<file path="config.mk">
export PLATFORM = sky130hd
export DESIGN_NAME = tnr_ctrl
export DESIGN_NICKNAME = d
export VERILOG_FILES = /design/src/tnr_pkg.sv /design/src/tnr_ctrl.sv
export VERILOG_INCLUDE_DIRS = /design/src
export SDC_FILE = /design/constraint.sdc
export NUM_CORES = 1
export LEC_CHECK = 0
export ABC_AREA = 0
export BUFFER_PORTS_ARGS = -buffer_cell sky130_fd_sc_hd__buf_2
export CAP_MARGIN = 20
export CORE_MARGIN = 3
export CORE_UTILIZATION = 59
export CTS_CLUSTER_SIZE = 25
export DETAILED_ROUTE_END_ITERATION = 7
export PLACE_DENSITY = 0.85
export SLEW_MARGIN = 10
export SYNTH_ARGS = -nofsm -noshare
export SYNTH_HDL_FRONTEND = slang
export SYNTH_SLANG_ARGS = --single-unit
</file>
<file path="constraint.sdc">
create_clock -name clk_sys_i -period 14.9 [get_ports clk_sys_i]
set_input_delay 2.98 -clock clk_sys_i [delete_from_list [all_inputs] [get_ports clk_sys_i]]
set_output_delay 2.98 -clock clk_sys_i [all_outputs]
set_load 0.02 [all_outputs]
</file>
<file path="src/tnr_consts.svh">
`ifndef TNR_CONSTS_SVH
`define TNR_CONSTS_SVH
// register byte offsets
`define TNR_OFF_FREQ_HOLD   8'h00
`define TNR_OFF_PHASE_HOLD  8'h04
`define TNR_OFF_FREQ_STB    8'h08
`define TNR_OFF_PHASE_STB   8'h0c
`define TNR_OFF_RESAMP_CTL  8'h10
`define TNR_OFF_TIMING_CFG  8'h14
`define TNR_OFF_STATUS      8'h18
`define TNR_OFF_FREQ_ACT    8'h1c
`define TNR_OFF_PHASE_ACT   8'h20
// resampler control fields
`define TNR_RC_DELAY_LSB    4
`define TNR_RC_BYPASS_BIT   3
`define TNR_RC_MODE_LSB     0
// timing configuration fields
`define TNR_TC_EXT_SYNC_BIT 5
`define TNR_TC_CLR_ACC_BIT  1
`define TNR_TC_LOAD_ZERO_BIT 0
// reset values
`define TNR_RST_RC          12'h008
`define TNR_RST_TC          6'h00
// timing figures
`define TNR_CLK_MHZ         50
`define TNR_SHORT_DELAY     8'h10
`define TNR_MIN_DELAY       8'h02
`endif

</file>
<file path="src/tnr_pkg.sv">
`default_nettype none
package tnr_pkg;
  // active oscillator words
  typedef struct packed {
    logic [31:0] freq;
    logic [7:0]  phase;
  } tnr_nco_t;
  // resampler settings as delivered to the filter
  typedef struct packed {
    logic [7:0] pulse_delay;
    logic       bypass;
    logic [2:0] mode;
    logic       mode_valid;
    logic       delay_valid;
  } tnr_resamp_t;
  // interpolation pulse sequencer
  typedef enum logic [1:0] {
    TNR_IDLE  = 2'b01,
    TNR_SPACE = 2'b10
  } tnr_state_t;
endpackage : tnr_pkg
`default_nettype wire

</file>
<file path="src/tnr_ctrl.sv">
// The APB slave port and the placing of the registers were chosen for this implementation.
`timescale 1ns/100ps
`default_nettype none
`include "tnr_consts.svh"
// How it works
// - centre frequency is a 32-bit word, msb bit 31, rate = word/2^32 of input rate
// - frequency write loads holding only; active moves on strobe or enabled sync
// - phase offset is 8 bits, bits 7..0, msb bit 7, spans one input period
// - phase write loads holding only; active moves on strobe or enabled sync
// - any write to frequency strobe copies held frequency to active
// - any write to phase strobe copies held phase to active
// - pulse delay bits 11..4 space extra outputs; 0 and 1 invalid
// - interpolate by two gives one extra output, by four gives three
// - delay below 16 lets next sample cut a transfer short; flagged
// - bypass bit 3 skips the whole resampling section including halfbands
// - mode codes 001 010 011 110 111 valid; 000 100 101 invalid
// - every word and strobe is captured on the back-end clock
// - enabled sync loads frequency and phase; load-zero clears accumulator feedback
module tnr_ctrl
  import tnr_pkg::*;
#(
  parameter int FREQ_W  = 32,
  parameter int PHASE_W = 8,
  parameter int DELAY_W = 8
) (
  // clock and reset
  input  wire logic               clk_sys_i,
  input  wire logic               sys_rst_i,
  // apb slave
  input  wire logic               psel_i,
  input  wire logic               penable_i,
  input  wire logic               pwrite_i,
  input  wire logic [7:0]         paddr_i,
  input  wire logic [31:0]        pwdata_i,
  output logic      [31:0]        prdata_o,
  output logic                    pready_o,
  output logic                    pslverr_o,
  // back-end events
  input  wire logic               timing_sync_input_i,
  input  wire logic               sample_in_i,
  // oscillator side
  output tnr_nco_t                nco_o,
  output logic                    accum_zero_o,
  output logic                    accum_clear_o,
  // resampler side
  output tnr_resamp_t             resamp_o,
  output logic                    out_pulse_o,
  output logic                    preempt_o
);

  // widths are tied to the fixed register layout, refused at elaboration
  if (FREQ_W != 32 || PHASE_W != 8 || DELAY_W != 8) begin : g_width_chk
    $error("tnr_ctrl: field widths are fixed by the register layout");
  end

  //////////////////////////////////////////////////////////////////////////////
  // decode helpers

  // valid filter mode codes
  function automatic logic mode_ok(input logic [2:0] m);
    case (m)
      3'h1, 3'h2, 3'h3, 3'h6, 3'h7: mode_ok = 1'b1;
      default:                      mode_ok = 1'b0;
    endcase
  endfunction : mode_ok

  // number of extra outputs per input sample
  // mode 001 runs the resampler alone, so it adds no extra outputs
  function automatic logic [1:0] extra_count(input logic [2:0] m);
    case (m)
      3'h2, 3'h3: extra_count = 2'h1;
      3'h6, 3'h7: extra_count = 2'h3;
      default:    extra_count = 2'h0;
    endcase
  endfunction : extra_count

  //////////////////////////////////////////////////////////////////////////////
  // apb handshake: one wait state, then completion

  logic              wr_en;
  logic              rd_en;
  logic              addr_hit;
  logic [31:0]       rd_mux;
  logic [FREQ_W-1:0] freq_hold_reg;
  logic [PHASE_W-1:0] phase_hold_reg;
  logic [11:0]       rc_reg;
  logic [5:0]        tc_reg;

  assign wr_en = psel_i & penable_i & pready_o & pwrite_i;
  assign rd_en = psel_i & penable_i & pready_o & ~pwrite_i;

  // pready rises one cycle into the access phase
  // registered ready costs a cycle but keeps decode off the bus path
  always_ff @(posedge clk_sys_i or posedge sys_rst_i) begin
    if (sys_rst_i) begin
      pready_o <= 1'b0;
    end else begin
      pready_o <= psel_i & penable_i & ~pready_o;
    end
  end

  // address map, strobes read as zero
  always_comb begin
    addr_hit = 1'b1;
    rd_mux   = 32'h0000_0000;
    case (paddr_i)
      `TNR_OFF_FREQ_HOLD:  rd_mux = freq_hold_reg;
      `TNR_OFF_PHASE_HOLD: rd_mux = {24'h00_0000, phase_hold_reg};
      `TNR_OFF_FREQ_STB:   rd_mux = 32'h0000_0000;
      `TNR_OFF_PHASE_STB:  rd_mux = 32'h0000_0000;
      `TNR_OFF_RESAMP_CTL: rd_mux = {20'h0_0000, rc_reg};
      `TNR_OFF_TIMING_CFG: rd_mux = {26'h000_0000, tc_reg};
      `TNR_OFF_STATUS:     rd_mux = {27'h000_0000, preempt_o, resamp_o.delay_valid,
                                     resamp_o.mode_valid, accum_clear_o, out_pulse_o};
      `TNR_OFF_FREQ_ACT:   rd_mux = nco_o.freq;
      `TNR_OFF_PHASE_ACT:  rd_mux = {24'h00_0000, nco_o.phase};
      default:             addr_hit = 1'b0;
    endcase
  end

  // read data and error are presented with pready
  // zero outside the answer cycle so stale words never leak
  always_ff @(posedge clk_sys_i or posedge sys_rst_i) begin
    if (sys_rst_i) begin
      prdata_o  <= 32'h0000_0000;
      pslverr_o <= 1'b0;
    end else if (psel_i & penable_i & ~pready_o) begin
      prdata_o  <= pwrite_i ? 32'h0000_0000 : rd_mux;
      pslverr_o <= ~addr_hit;
    end else begin
      prdata_o  <= 32'h0000_0000;
      pslverr_o <= 1'b0;
    end
  end

  //////////////////////////////////////////////////////////////////////////////
  // control words, all on the back-end clock
  // strobes carry no data; any completed write to them is the event

  logic wr_freq_hold;
  logic wr_phase_hold;
  logic wr_freq_stb;
  logic wr_phase_stb;
  logic ext_load;

  assign wr_freq_hold  = wr_en & (paddr_i == `TNR_OFF_FREQ_HOLD);
  assign wr_phase_hold = wr_en & (paddr_i == `TNR_OFF_PHASE_HOLD);
  assign wr_freq_stb   = wr_en & (paddr_i == `TNR_OFF_FREQ_STB);  // data ignored
  assign wr_phase_stb  = wr_en & (paddr_i == `TNR_OFF_PHASE_STB); // data ignored
  assign ext_load      = timing_sync_input_i & tc_reg[`TNR_TC_EXT_SYNC_BIT];

  // holding registers; reserved bits dropped
  // readable so software can check what the next strobe will load
  always_ff @(posedge clk_sys_i or posedge sys_rst_i) begin
    if (sys_rst_i) begin
      freq_hold_reg  <= 32'h0000_0000;
      phase_hold_reg <= 8'h00;
    end else begin
      if (wr_freq_hold) begin
        freq_hold_reg <= pwdata_i[31:0];
      end
      if (wr_phase_hold) begin
        phase_hold_reg <= pwdata_i[7:0];
      end
    end
  end

  // resampler and timing configuration words
  always_ff @(posedge clk_sys_i or posedge sys_rst_i) begin
    if (sys_rst_i) begin
      rc_reg <= `TNR_RST_RC;
      tc_reg <= `TNR_RST_TC;
    end else begin
      if (wr_en & (paddr_i == `TNR_OFF_RESAMP_CTL)) begin
        rc_reg <= pwdata_i[11:0];
      end
      if (wr_en & (paddr_i == `TNR_OFF_TIMING_CFG)) begin
        tc_reg <= pwdata_i[5:0];
      end
    end
  end

  // active oscillator words move only on strobe or enabled sync
  // sync is a level: every enabled high cycle reloads both words
  always_ff @(posedge clk_sys_i or posedge sys_rst_i) begin
    if (sys_rst_i) begin
      nco_o <= '0;
    end else begin
      if (wr_freq_stb | ext_load) begin
        nco_o.freq <= freq_hold_reg;
      end
      if (wr_phase_stb | ext_load) begin
        nco_o.phase <= phase_hold_reg;
      end
    end
  end

  // feedback zeroing pulse alongside a frequency load
  always_ff @(posedge clk_sys_i or posedge sys_rst_i) begin
    if (sys_rst_i) begin
      accum_zero_o  <= 1'b0;
      accum_clear_o <= 1'b0;
    end else begin
      accum_zero_o  <= (wr_freq_stb | ext_load) & tc_reg[`TNR_TC_LOAD_ZERO_BIT];
      accum_clear_o <= tc_reg[`TNR_TC_CLR_ACC_BIT];
    end
  end

  // decoded resampler settings
  always_ff @(posedge clk_sys_i or posedge sys_rst_i) begin
    if (sys_rst_i) begin
      resamp_o        <= '0;
      resamp_o.bypass <= 1'b1; // matches the control word's reset value
    end else begin
      resamp_o.pulse_delay <= rc_reg[`TNR_RC_DELAY_LSB +: 8];
      resamp_o.bypass      <= rc_reg[`TNR_RC_BYPASS_BIT];
      resamp_o.mode        <= rc_reg[`TNR_RC_MODE_LSB +: 3];
      resamp_o.mode_valid  <= mode_ok(rc_reg[2:0]);
      resamp_o.delay_valid <= rc_reg[11:4] >= `TNR_MIN_DELAY;
    end
  end

  //////////////////////////////////////////////////////////////////////////////
  // interpolation output pulse sequencer

  tnr_state_t   state_reg;
  logic [7:0]   space_cnt_reg;
  logic [1:0]   left_reg;
  logic         run_ok;
  logic [1:0]   extras;

  // invalid mode or delay stops extras; bypass passes samples straight
  assign extras = extra_count(resamp_o.mode);
  assign run_ok = resamp_o.mode_valid & resamp_o.delay_valid;

  // a new sample restarts the sequence, cutting short any remaining extras
  // limitation: a delay changed mid-train applies to the running count
  always_ff @(posedge clk_sys_i or posedge sys_rst_i) begin
    if (sys_rst_i) begin
      state_reg     <= TNR_IDLE;
      space_cnt_reg <= 8'h00;
      left_reg      <= 2'h0;
    end else begin
      case (state_reg)
        TNR_IDLE: begin
          if (sample_in_i & ~resamp_o.bypass & run_ok & (extras != 2'h0)) begin
            state_reg     <= TNR_SPACE;
            space_cnt_reg <= 8'h01;
            left_reg      <= extras;
          end
        end
        TNR_SPACE: begin
          if (resamp_o.bypass | ~run_ok | (extras == 2'h0)) begin
            state_reg <= TNR_IDLE; // settings left interpolation mid-train
          end else if (sample_in_i) begin
            space_cnt_reg <= 8'h01;
            left_reg      <= extras;
          end else if (space_cnt_reg == resamp_o.pulse_delay) begin
            space_cnt_reg <= 8'h01;
            left_reg      <= left_reg - 2'h1;
            if (left_reg == 2'h1) begin
              state_reg <= TNR_IDLE;
            end
          end else begin
            space_cnt_reg <= space_cnt_reg + 8'h01;
          end
        end
        default: begin
          state_reg <= TNR_IDLE;
        end
      endcase
    end
  end

  // pulse for each first and extra output
  always_ff @(posedge clk_sys_i or posedge sys_rst_i) begin
    if (sys_rst_i) begin
      out_pulse_o <= 1'b0;
    end else if (resamp_o.bypass) begin
      out_pulse_o <= sample_in_i;
    end else begin
      // extras only while the settings still ask for them
      out_pulse_o <= (sample_in_i & run_ok) |
                     ((state_reg == TNR_SPACE) & ~sample_in_i & run_ok & (extras != 2'h0) &
                      (space_cnt_reg == resamp_o.pulse_delay));
    end
  end

  // short spacing may preempt the serial output
  // advisory only: the serial formatter lies outside this block
  always_ff @(posedge clk_sys_i or posedge sys_rst_i) begin
    if (sys_rst_i) begin
      preempt_o <= 1'b0;
    end else begin
      preempt_o <= ~resamp_o.bypass & (extras != 2'h0) &
                   (resamp_o.pulse_delay < `TNR_SHORT_DELAY);
    end
  end

endmodule : tnr_ctrl
`default_nettype wire

</file>
==> out/qor.txt, run 1 <==
met3 Use GR: 6.29%
simple-gate share of the synthesized area: 9.26%
row count: 38
Antenna diodes: 0
fin crit period: 4.82 ns
Post-route DRC: 0
Critical Path Source Type: input port
Setup Total Neg Slack: 0 ns
remaining global-route overflow: 0
Crit. End Element: flop
compound-cell area share of the yosys netlist: 7.70%
PD cells: 114 nW/um^2
average vias per placed instance: 6.02
hold_buf cts: 0
critical path fanouts, max: 23
CP Data Arrival Time: 5.12 ns
Die Ht: 114 um
Crit Path Class: input port to flop
Core ar.: 11100 um^2
Worst Reg-to-Reg Cells: 6
largest net degree at the start of global routing: 102
postcts setup bufs: 0
Critical Path RT: 15.20 ns
Worst-Skew Late Latency: 0.42 ns
Final #Nets: 709
Final Hold Fails: 0
Post-synth EDFFs: 0
Ys Warns: 0
Post-Syn Area: 6900 um^2
CTS tree: yes
unrepaired setup endpoints after global routing: no
global-route wire length before repair: 26.5 mm
Min-Delay Path Depth: 0
Final Core Density: 75.4%
final worst setup slack: 10.08 ns
largest family of logic cells by synthesized area: multiplexers
Distinct cells, synth: 55
Die ar.: 13000 um^2
syn nets: 568
P&R area growth vs syn: 21.4%
clk slew on worst S/H paths: 0.06 ns
period utilization: 32.4%
relative slew slack: 28.0%
Synth Register Bits: 162
Longest Clk Path Bufs: 2
Initial Utilization: 62.1%
H-tree Lvls: 4
Synth Instances: 519
Most Crowded Layer GR: met2
DR vias: 4895
Post-CTS Resized: 0
met1 Usage GRT: 35.8%
async set-or-reset flop fraction in the synthesized netlist: 100%
status: finished, final reports clean
leading post-synthesis cells by cell area: dfrtp_1 58%, mux2_2 12%, mux2_4 6.3%, a22oi_1 2.7%, nor2_1 2.4%
mux cell area share after synthesis: 20.8%
Peak VDD IR: 0.0000913 V
synthesized-area fraction occupied by adder cells: 0.362%
Max Clock Freq: 207 MHz
Slew @ Worst Pin: 1.08 ns
hpwl dp: 11.2 mm
Die W: 114 um
top cell type's share of synthesized area: 57.6%
Largest register FFs: 40
Leak Pwr: 4.32 nW
Avg Cell Area, Syn: 13.3 um^2
ANT nets after route: 0
post-synth top area cell: dfrtp_1
hold crit path type: flop to flop
Seq/Total Area, Yosys: 58.8%
predominant post-synthesis flop cell: dfrtp_1
CTS root buf: clkbuf_16
fraction of layout cells with a size suffix above 1: 43.8%
gpl congestion: 0.899
vias in the first global route: 5010
I/O Pins: 139
# setup viols final: 0
Pre-antenna DRT Iters: 5
Routed WL: 16.7 mm
Layout Skew: 0.00916 ns
GRT Util Overall: 26.6%
GR Layer Usage met2: 43.1%
worst hold slack: 0.379 ns
I/O Buffers: 138
Clock Sinks: 162
post-DR wirelength/cell: 20.5 um
fin. max-slew vios: 0
CTS Buf Count: 17
1st-iter DRT viols: 363
initial antenna violation count: 0
Place WS: 9.61 ns
XOR/XNOR share of the synthesized area: 1.01%
max-cap violations: 0
==> metal layers <==
| layer | share of wire [%] | wire length [um] |
|---|---|---|
| met1 | 41 | 6850 |
| met3 | 6.8 | 1140 |
| met2 | 50 | 8360 |
| met4 | 2.1 | 356 |
| met5 | 0 | 0 |
==> placed cells by master, fill, tap and decap left out, drive strengths merged, types with 2 or more instances in the layout <==
master    netlist  final
dfstp           3      3
nor2b           6      6
nand2          30     30
a32oi           3      3
a22oi          25     25
ha              2      2
nor2           46     46
o21ai          18     18
clkinvlp        0      3
o31ai           2      2
nor4            4      4
inv             6      6
a221o           2      2
buf            18    144
mux2          104    104
xnor2           8      8
clkbuf          4     24
a21o            2      2
mux2i          11     11
nand4           4      4
bufinv          0      5
dfrtp         159    159
nor3           14     14
nand3          10     10
mux4            2      2
a31oi           3      3
a21oi          15     15
==> layout make-up <==
| type | instances | area (um^2) |
|---|---|---|
| flip-flops and latches | 162 | 4060 |
| fillers | 723 | 2740 |
| multi-input cells | 329 | 2720 |
| repair buffers | 144 | 743 |
| clock buffers | 24 | 492 |
| well taps | 140 | 175 |
| clock inverters | 8 | 173 |
| inverters | 6 | 27.5 |
==> synth_stat cells (2+ instances only) <==
cell and number:
clkbuf_1 4, dfrtp_1 159, nor3_1 13, a32oi_1 3, a22oi_1 25, nand4_1 4
dfstp_2 3, nor2b_1 6, o21ai_2 2, mux2_1 3, nand2_1 29, mux2i_1 11
mux2_2 72, mux2_4 29, a21o_1 2, o31ai_1 2, nand3_1 10, buf_1 3
buf_2 11, nor2_2 2, buf_6 3, a31oi_1 3, mux4_2 2, a221o_1 2
xnor2_1 8, ha_1 2, a21oi_1 14, o21ai_0 15, nor2_1 44, nor4_1 3
inv_1 6
==> through the flow <==
stage	power, W	cell area (um^2)	cells
2_1_floorplan	0.000466	6900	519
3_3_place_gp	0.000479	7700	779
3_5_place_dp	0.000480	7700	779
4_1_cts	0.000959	8360	811
5_1_grt	0.000980	8380	813
6_report	0.000955	8380	813
==> kinds of logic after synthesis <==
group | after synthesis
compound gates | 78
simple gates | 124
flops | 162
xor+xnor | 8
mux | 117
buf+inv | 28
fa+ha+maj | 2
==> power breakdown <==
group	leakage [nW]	switching [W]	internal (W)
clock network	0.313	0.000168	0.000315
registers	2.23	0.00000122	0.000441
logic	1.77	0.0000208	0.00000890
==> worst paths after layout <==
| kind | start | to | slack, ns |
|---|---|---|---|
| worst max-delay path | paddr_i[4] | nco_o[38] | 10.08 |
| worst min-delay path | rc_reg[3] | resamp_o[5] | 0.38 |
| worst max register to register | pready_o | nco_o[38] | 12.48 |
| worst min register to register | rc_reg[3] | resamp_o[5] | 0.38 |
| max in group asynchronous | sys_rst_i | prdata_o[29] | 10.84 |
| min in group asynchronous | sys_rst_i | nco_o[5] | 2.71 |
==> worst max-delay path: stages <==
cell and delay, ns:
buf_2 0.35, nor4_4 0.11, nand2_2 0.17, nor4bb_4 0.07, a21oi_4 0.50, buf_4 0.52, mux2_2 0.39
No activity file was read; power rests on OpenSTA's default activity.
==> inputs of run 2 (changes only) <==
--- a/config.mk
+++ b/config.mk
@@ -6,14 +6,14 @@
 export SDC_FILE = /design/constraint.sdc
 export NUM_CORES = 1
 export LEC_CHECK = 0
-export ABC_AREA = 0
+export ABC_AREA = 1
 export BUFFER_PORTS_ARGS = -buffer_cell sky130_fd_sc_hd__buf_2
 export CAP_MARGIN = 20
 export CORE_MARGIN = 3
-export CORE_UTILIZATION = 59
+export CORE_UTILIZATION = 55
 export CTS_CLUSTER_SIZE = 25
 export DETAILED_ROUTE_END_ITERATION = 7
-export PLACE_DENSITY = 0.85
+export PLACE_DENSITY = 0.8
 export SLEW_MARGIN = 10
 export SYNTH_ARGS = -nofsm -noshare
 export SYNTH_HDL_FRONTEND = slang
==> constraint.sdc (replaced) <==
create_clock -name clk_sys_i -period 4.8 [get_ports clk_sys_i]
set_input_delay 0.96 -clock clk_sys_i [delete_from_list [all_inputs] [get_ports clk_sys_i]]
set_output_delay 0.96 -clock clk_sys_i [all_outputs]
set_load 0.02 [all_outputs]
==> run 2 against run 1 <==
  * Final cell count grew 41%
  * Largest cell class unchanged
  * Sequential share of layout area shrank 0.54 points
  * Cell area grew 1.1%
  * Via count grew 22%
  * Worst hold slack gained 0.015 ns
  * Setup slack lost 8.1 ns
  * Highest routed layer unchanged
==> out/qor.txt, run 2 <==
Layout Skew: 0.0116 ns (+0.00246 ns)
Clock Sinks: 162 (unchanged)
largest family of logic cells by synthesized area: simple AND/OR/NAND/NOR gates
Routed WL: 17.5 mm (+4.7%)
Worst-Skew Late Latency: 0.43 ns (about the same)
PD cells: 368 nW/um^2 (+220%)
hold crit path type: flop to flop
XOR/XNOR share of the synthesized area: 0.371% (-0.64 points)
Final #Nets: 1012 (+43%)
Post-synth top cells: 204 x nand2_1, 159 x dfrtp_1, 115 x nor2_1
most frequent cells in the layout: 203 x nand2_1, 159 x dfrtp_1, 138 x buf_2
Sw Pwr: 0.000726 W (+280%)
remaining global-route overflow: 0 (unchanged)
most used cell, CP: nor2_1
DR vias: 5958 (+22%)
global-route wire length before repair: 28.2 mm (+6.3%)
combinational share of power: 7.3% (+4.2 points)
Pre-antenna DRT Iters: 5 (unchanged)
Antenna diodes: 0 (unchanged)
Distinct cells, synth: 35 (-36%)
post-DR wirelength/cell: 15.3 um (-26%)
worst hold slack: 0.393 ns (+0.0149 ns)
top-count cell post-synth: nand2_1
Core ar.: 12300 um^2 (+11%)
Post-synth EDFFs: 0 (unchanged)
row count: 40 (+5.3%)
final worst setup slack: 1.96 ns (-8.12 ns)
Die W: 119 um (+4.6%)
Final Hold Fails: 0 (unchanged)
internal power: 0.00240 W (+210%)
Reg-to-Reg Start: pready_o
Die ar.: 14300 um^2 (+9.4%)
fin crit period: 2.84 ns
ANT nets after route: 0 (unchanged)
Setup Total Neg Slack: 0 ns (unchanged)
Post-route DRC: 0 (unchanged)
Synth Register Bits: 162 (unchanged)
max-cap violations: 0 (unchanged)
Synth Instances: 832 (+60%)
Worst R2R Setup Slack: 2.64 ns (-9.84 ns)
Longest Clk Path Bufs: 2 (unchanged)
origin of the worst min-delay path: rc_reg[3]
CTS tree: yes
synthesized-area fraction occupied by adder cells: 0.354% (-0.0088 points)
P&R area growth vs syn: 19.8%
postcts setup bufs: 0 (unchanged)
Ys Warns: 0 (unchanged)
I/O Pins: 139 (unchanged)
compound-cell area share of the yosys netlist: 9.76% (+2.1 points)
Post-Syn Area: 7080 um^2 (+2.5%)
post-synth top area cell: dfrtp_1
crit path cell chain: buf_2 > nor2_1 > nand2_1 > nor2_2 > inv_1 > nand2_2 > o21bai_4 > nor2_1
top cell type's share of synthesized area: 56.2% (-1.4 points)
Slew @ Worst Pin: 0.795 ns (-0.283 ns)
hold_buf cts: 0 (unchanged)
async set-or-reset flop fraction in the synthesized netlist: 100% (unchanged)
CTS Buf Count: 17 (unchanged)
mux cell area share after synthesis: 0.159% (-21 points)
H-tree Lvls: 4 (unchanged)
largest net degree at the start of global routing: 89 (-13%)
Place WS: 1.55 ns (-8.06 ns)
period utilization: 59.2%
CTS root buf: clkbuf_16
placed cells: 1112 (+43%)
Max Clock Freq: 352 MHz
max incr delay on CP: 0.55 ns (+0.03 ns)
average vias per placed instance: 5.21 (-14%)
non-filler instance count after layout: 1144 (+41%)
vias in the first global route: 5714 (+14%)
Seq/Total Area, Yosys: 57.3% (-1.4 points)
fin. max-slew vios: 0 (unchanged)
clock network fraction of design power: 46.9% (-3.7 points)
# setup viols final: 0 (unchanged)
Crit Path Class: input port to flop
CP max stage cell: nor2_2
Hold Crit Endpoint: resamp_o[5]
fraction of layout cells with a size suffix above 1: 21.3% (-23 points)
Reg-to-Reg End: nco_o[30]
CP Data Arrival Time: 3.19 ns (-1.93 ns)
most common cell after layout, fill and taps aside: nand2_1
relative slew slack: 46.9% (+19 points)
critical path fanouts, max: 27 (+17%)
I/O Buffers: 138 (unchanged)
sequential share of power: 45.8% (-0.5 points)
Avg Cell Area, Syn: 8.51 um^2 (-36%)
GRT Util Overall: 25.3% (-1.3 points)
simple-gate share of the synthesized area: 23.5% (+14 points)
hpwl dp: 11.8 mm (+5.6%)
Leak Pwr: 4.63 nW (+7.3%)
Crit. End Element: flop
Worst Reg-to-Reg Cells: 6 (unchanged)
status: finished, final reports clean
syn nets: 881 (+55%)
Min-Delay Path Depth: 0 (unchanged)
unrepaired setup endpoints after global routing: no
Peak VDD IR: 0.000322 V (+250%)
gpl congestion: 0.921 (+2.5%)
Die Ht: 119 um (+4.6%)
leading post-synthesis cells by cell area: dfrtp_1 56%, nand2_1 11%, nor2_1 6.1%, inv_1 5.7%, o21ai_0 4.5%
clk slew on worst S/H paths: 0.06 ns (about the same)
Critical Path RT: 5.15 ns (-10.05 ns)
Critical Path Source Type: input port
initial antenna violation count: 0 (unchanged)
Largest register FFs: 40 (unchanged)
predominant post-synthesis flop cell: dfrtp_1
Switching Fraction: 23.3% (+3.4 points)
1st-iter DRT viols: 586 (+61%)
Initial Utilization: 57.5% (-4.6 points)
Post-CTS Resized: 0 (unchanged)
==> run 2: critical path, delay by kind of cell <==
family | cells | cell delay (ns)
AOI/OAI and AO/OA | 1 | 0.26
and+or+nand+nor | 5 | 1.32
buffers and inverters | 2 | 0.63
==> run 2: logic make-up (layout without fill, tap and decap cells) <==
group | after synthesis | in the layout
simple gates | 397 | 397
flops | 162 | 162
buf+inv | 141 | 285
compound gates | 126 | 126
xor+xnor | 3 | 3
fa+ha+maj | 2 | 2
mux | 1 | 1
==> run 2: worst max path at each step <==
stage	startpoint	to	slack, ns
after floorplan	sys_rst_i	accum_clear_o	1.79
after global placement	paddr_i[1]	prdata_o[7]	1.64
after detailed placement	paddr_i[1]	prdata_o[10]	1.55
after CTS	paddr_i[1]	prdata_o[5]	1.98
after global routing	paddr_i[1]	prdata_o[5]	1.80
final	paddr_i[1]	prdata_o[5]	1.96
==> run 2: layout make-up <==
class	instances	area, um^2
clock buffers	18	429
clock inverters	14	213
fillers	992	3830
inverters	111	420
multi-input cells	529	2420
flip-flops and latches	162	4060
well taps	168	210
repair buffers	142	733
==> run 2: per-stage QoR <==
| step | util [%] | area (um^2) | power, W |
|---|---|---|---|
| after CTS | 68.9 | 8480 | 0.00314 |
| after floorplan | - | 7080 | 0.00161 |
| after detailed placement | 63.7 | 7840 | 0.00168 |
| final | 68.9 | 8480 | 0.00312 |
| after global routing | 68.9 | 8480 | 0.00322 |
| after global placement | 63.7 | 7840 | 0.00168 |
==> run 2: power groups by stage <==
stage | clock network (W) | registers [W] | logic, W
finish | 0.00146 | 0.00143 | 0.000228
global placement | 0 | 0.00145 | 0.000223
floorplan | 0 | 0.00147 | 0.000139
CTS | 0.00148 | 0.00143 | 0.000231
global route | 0.00153 | 0.00143 | 0.000260
detailed placement | 0 | 0.00145 | 0.000228
==> run 2: metal layers <==
layer / track usage (%) / share of wire, % / up-vias
li1: - / - / 2854
met4: 10.7 / 2.7 / 0
met5: 0 / 0 / -
met3: 5.41 / 6.6 / 40
met1: 32.9 / 42 / 2848
met2: 41.2 / 48 / 216
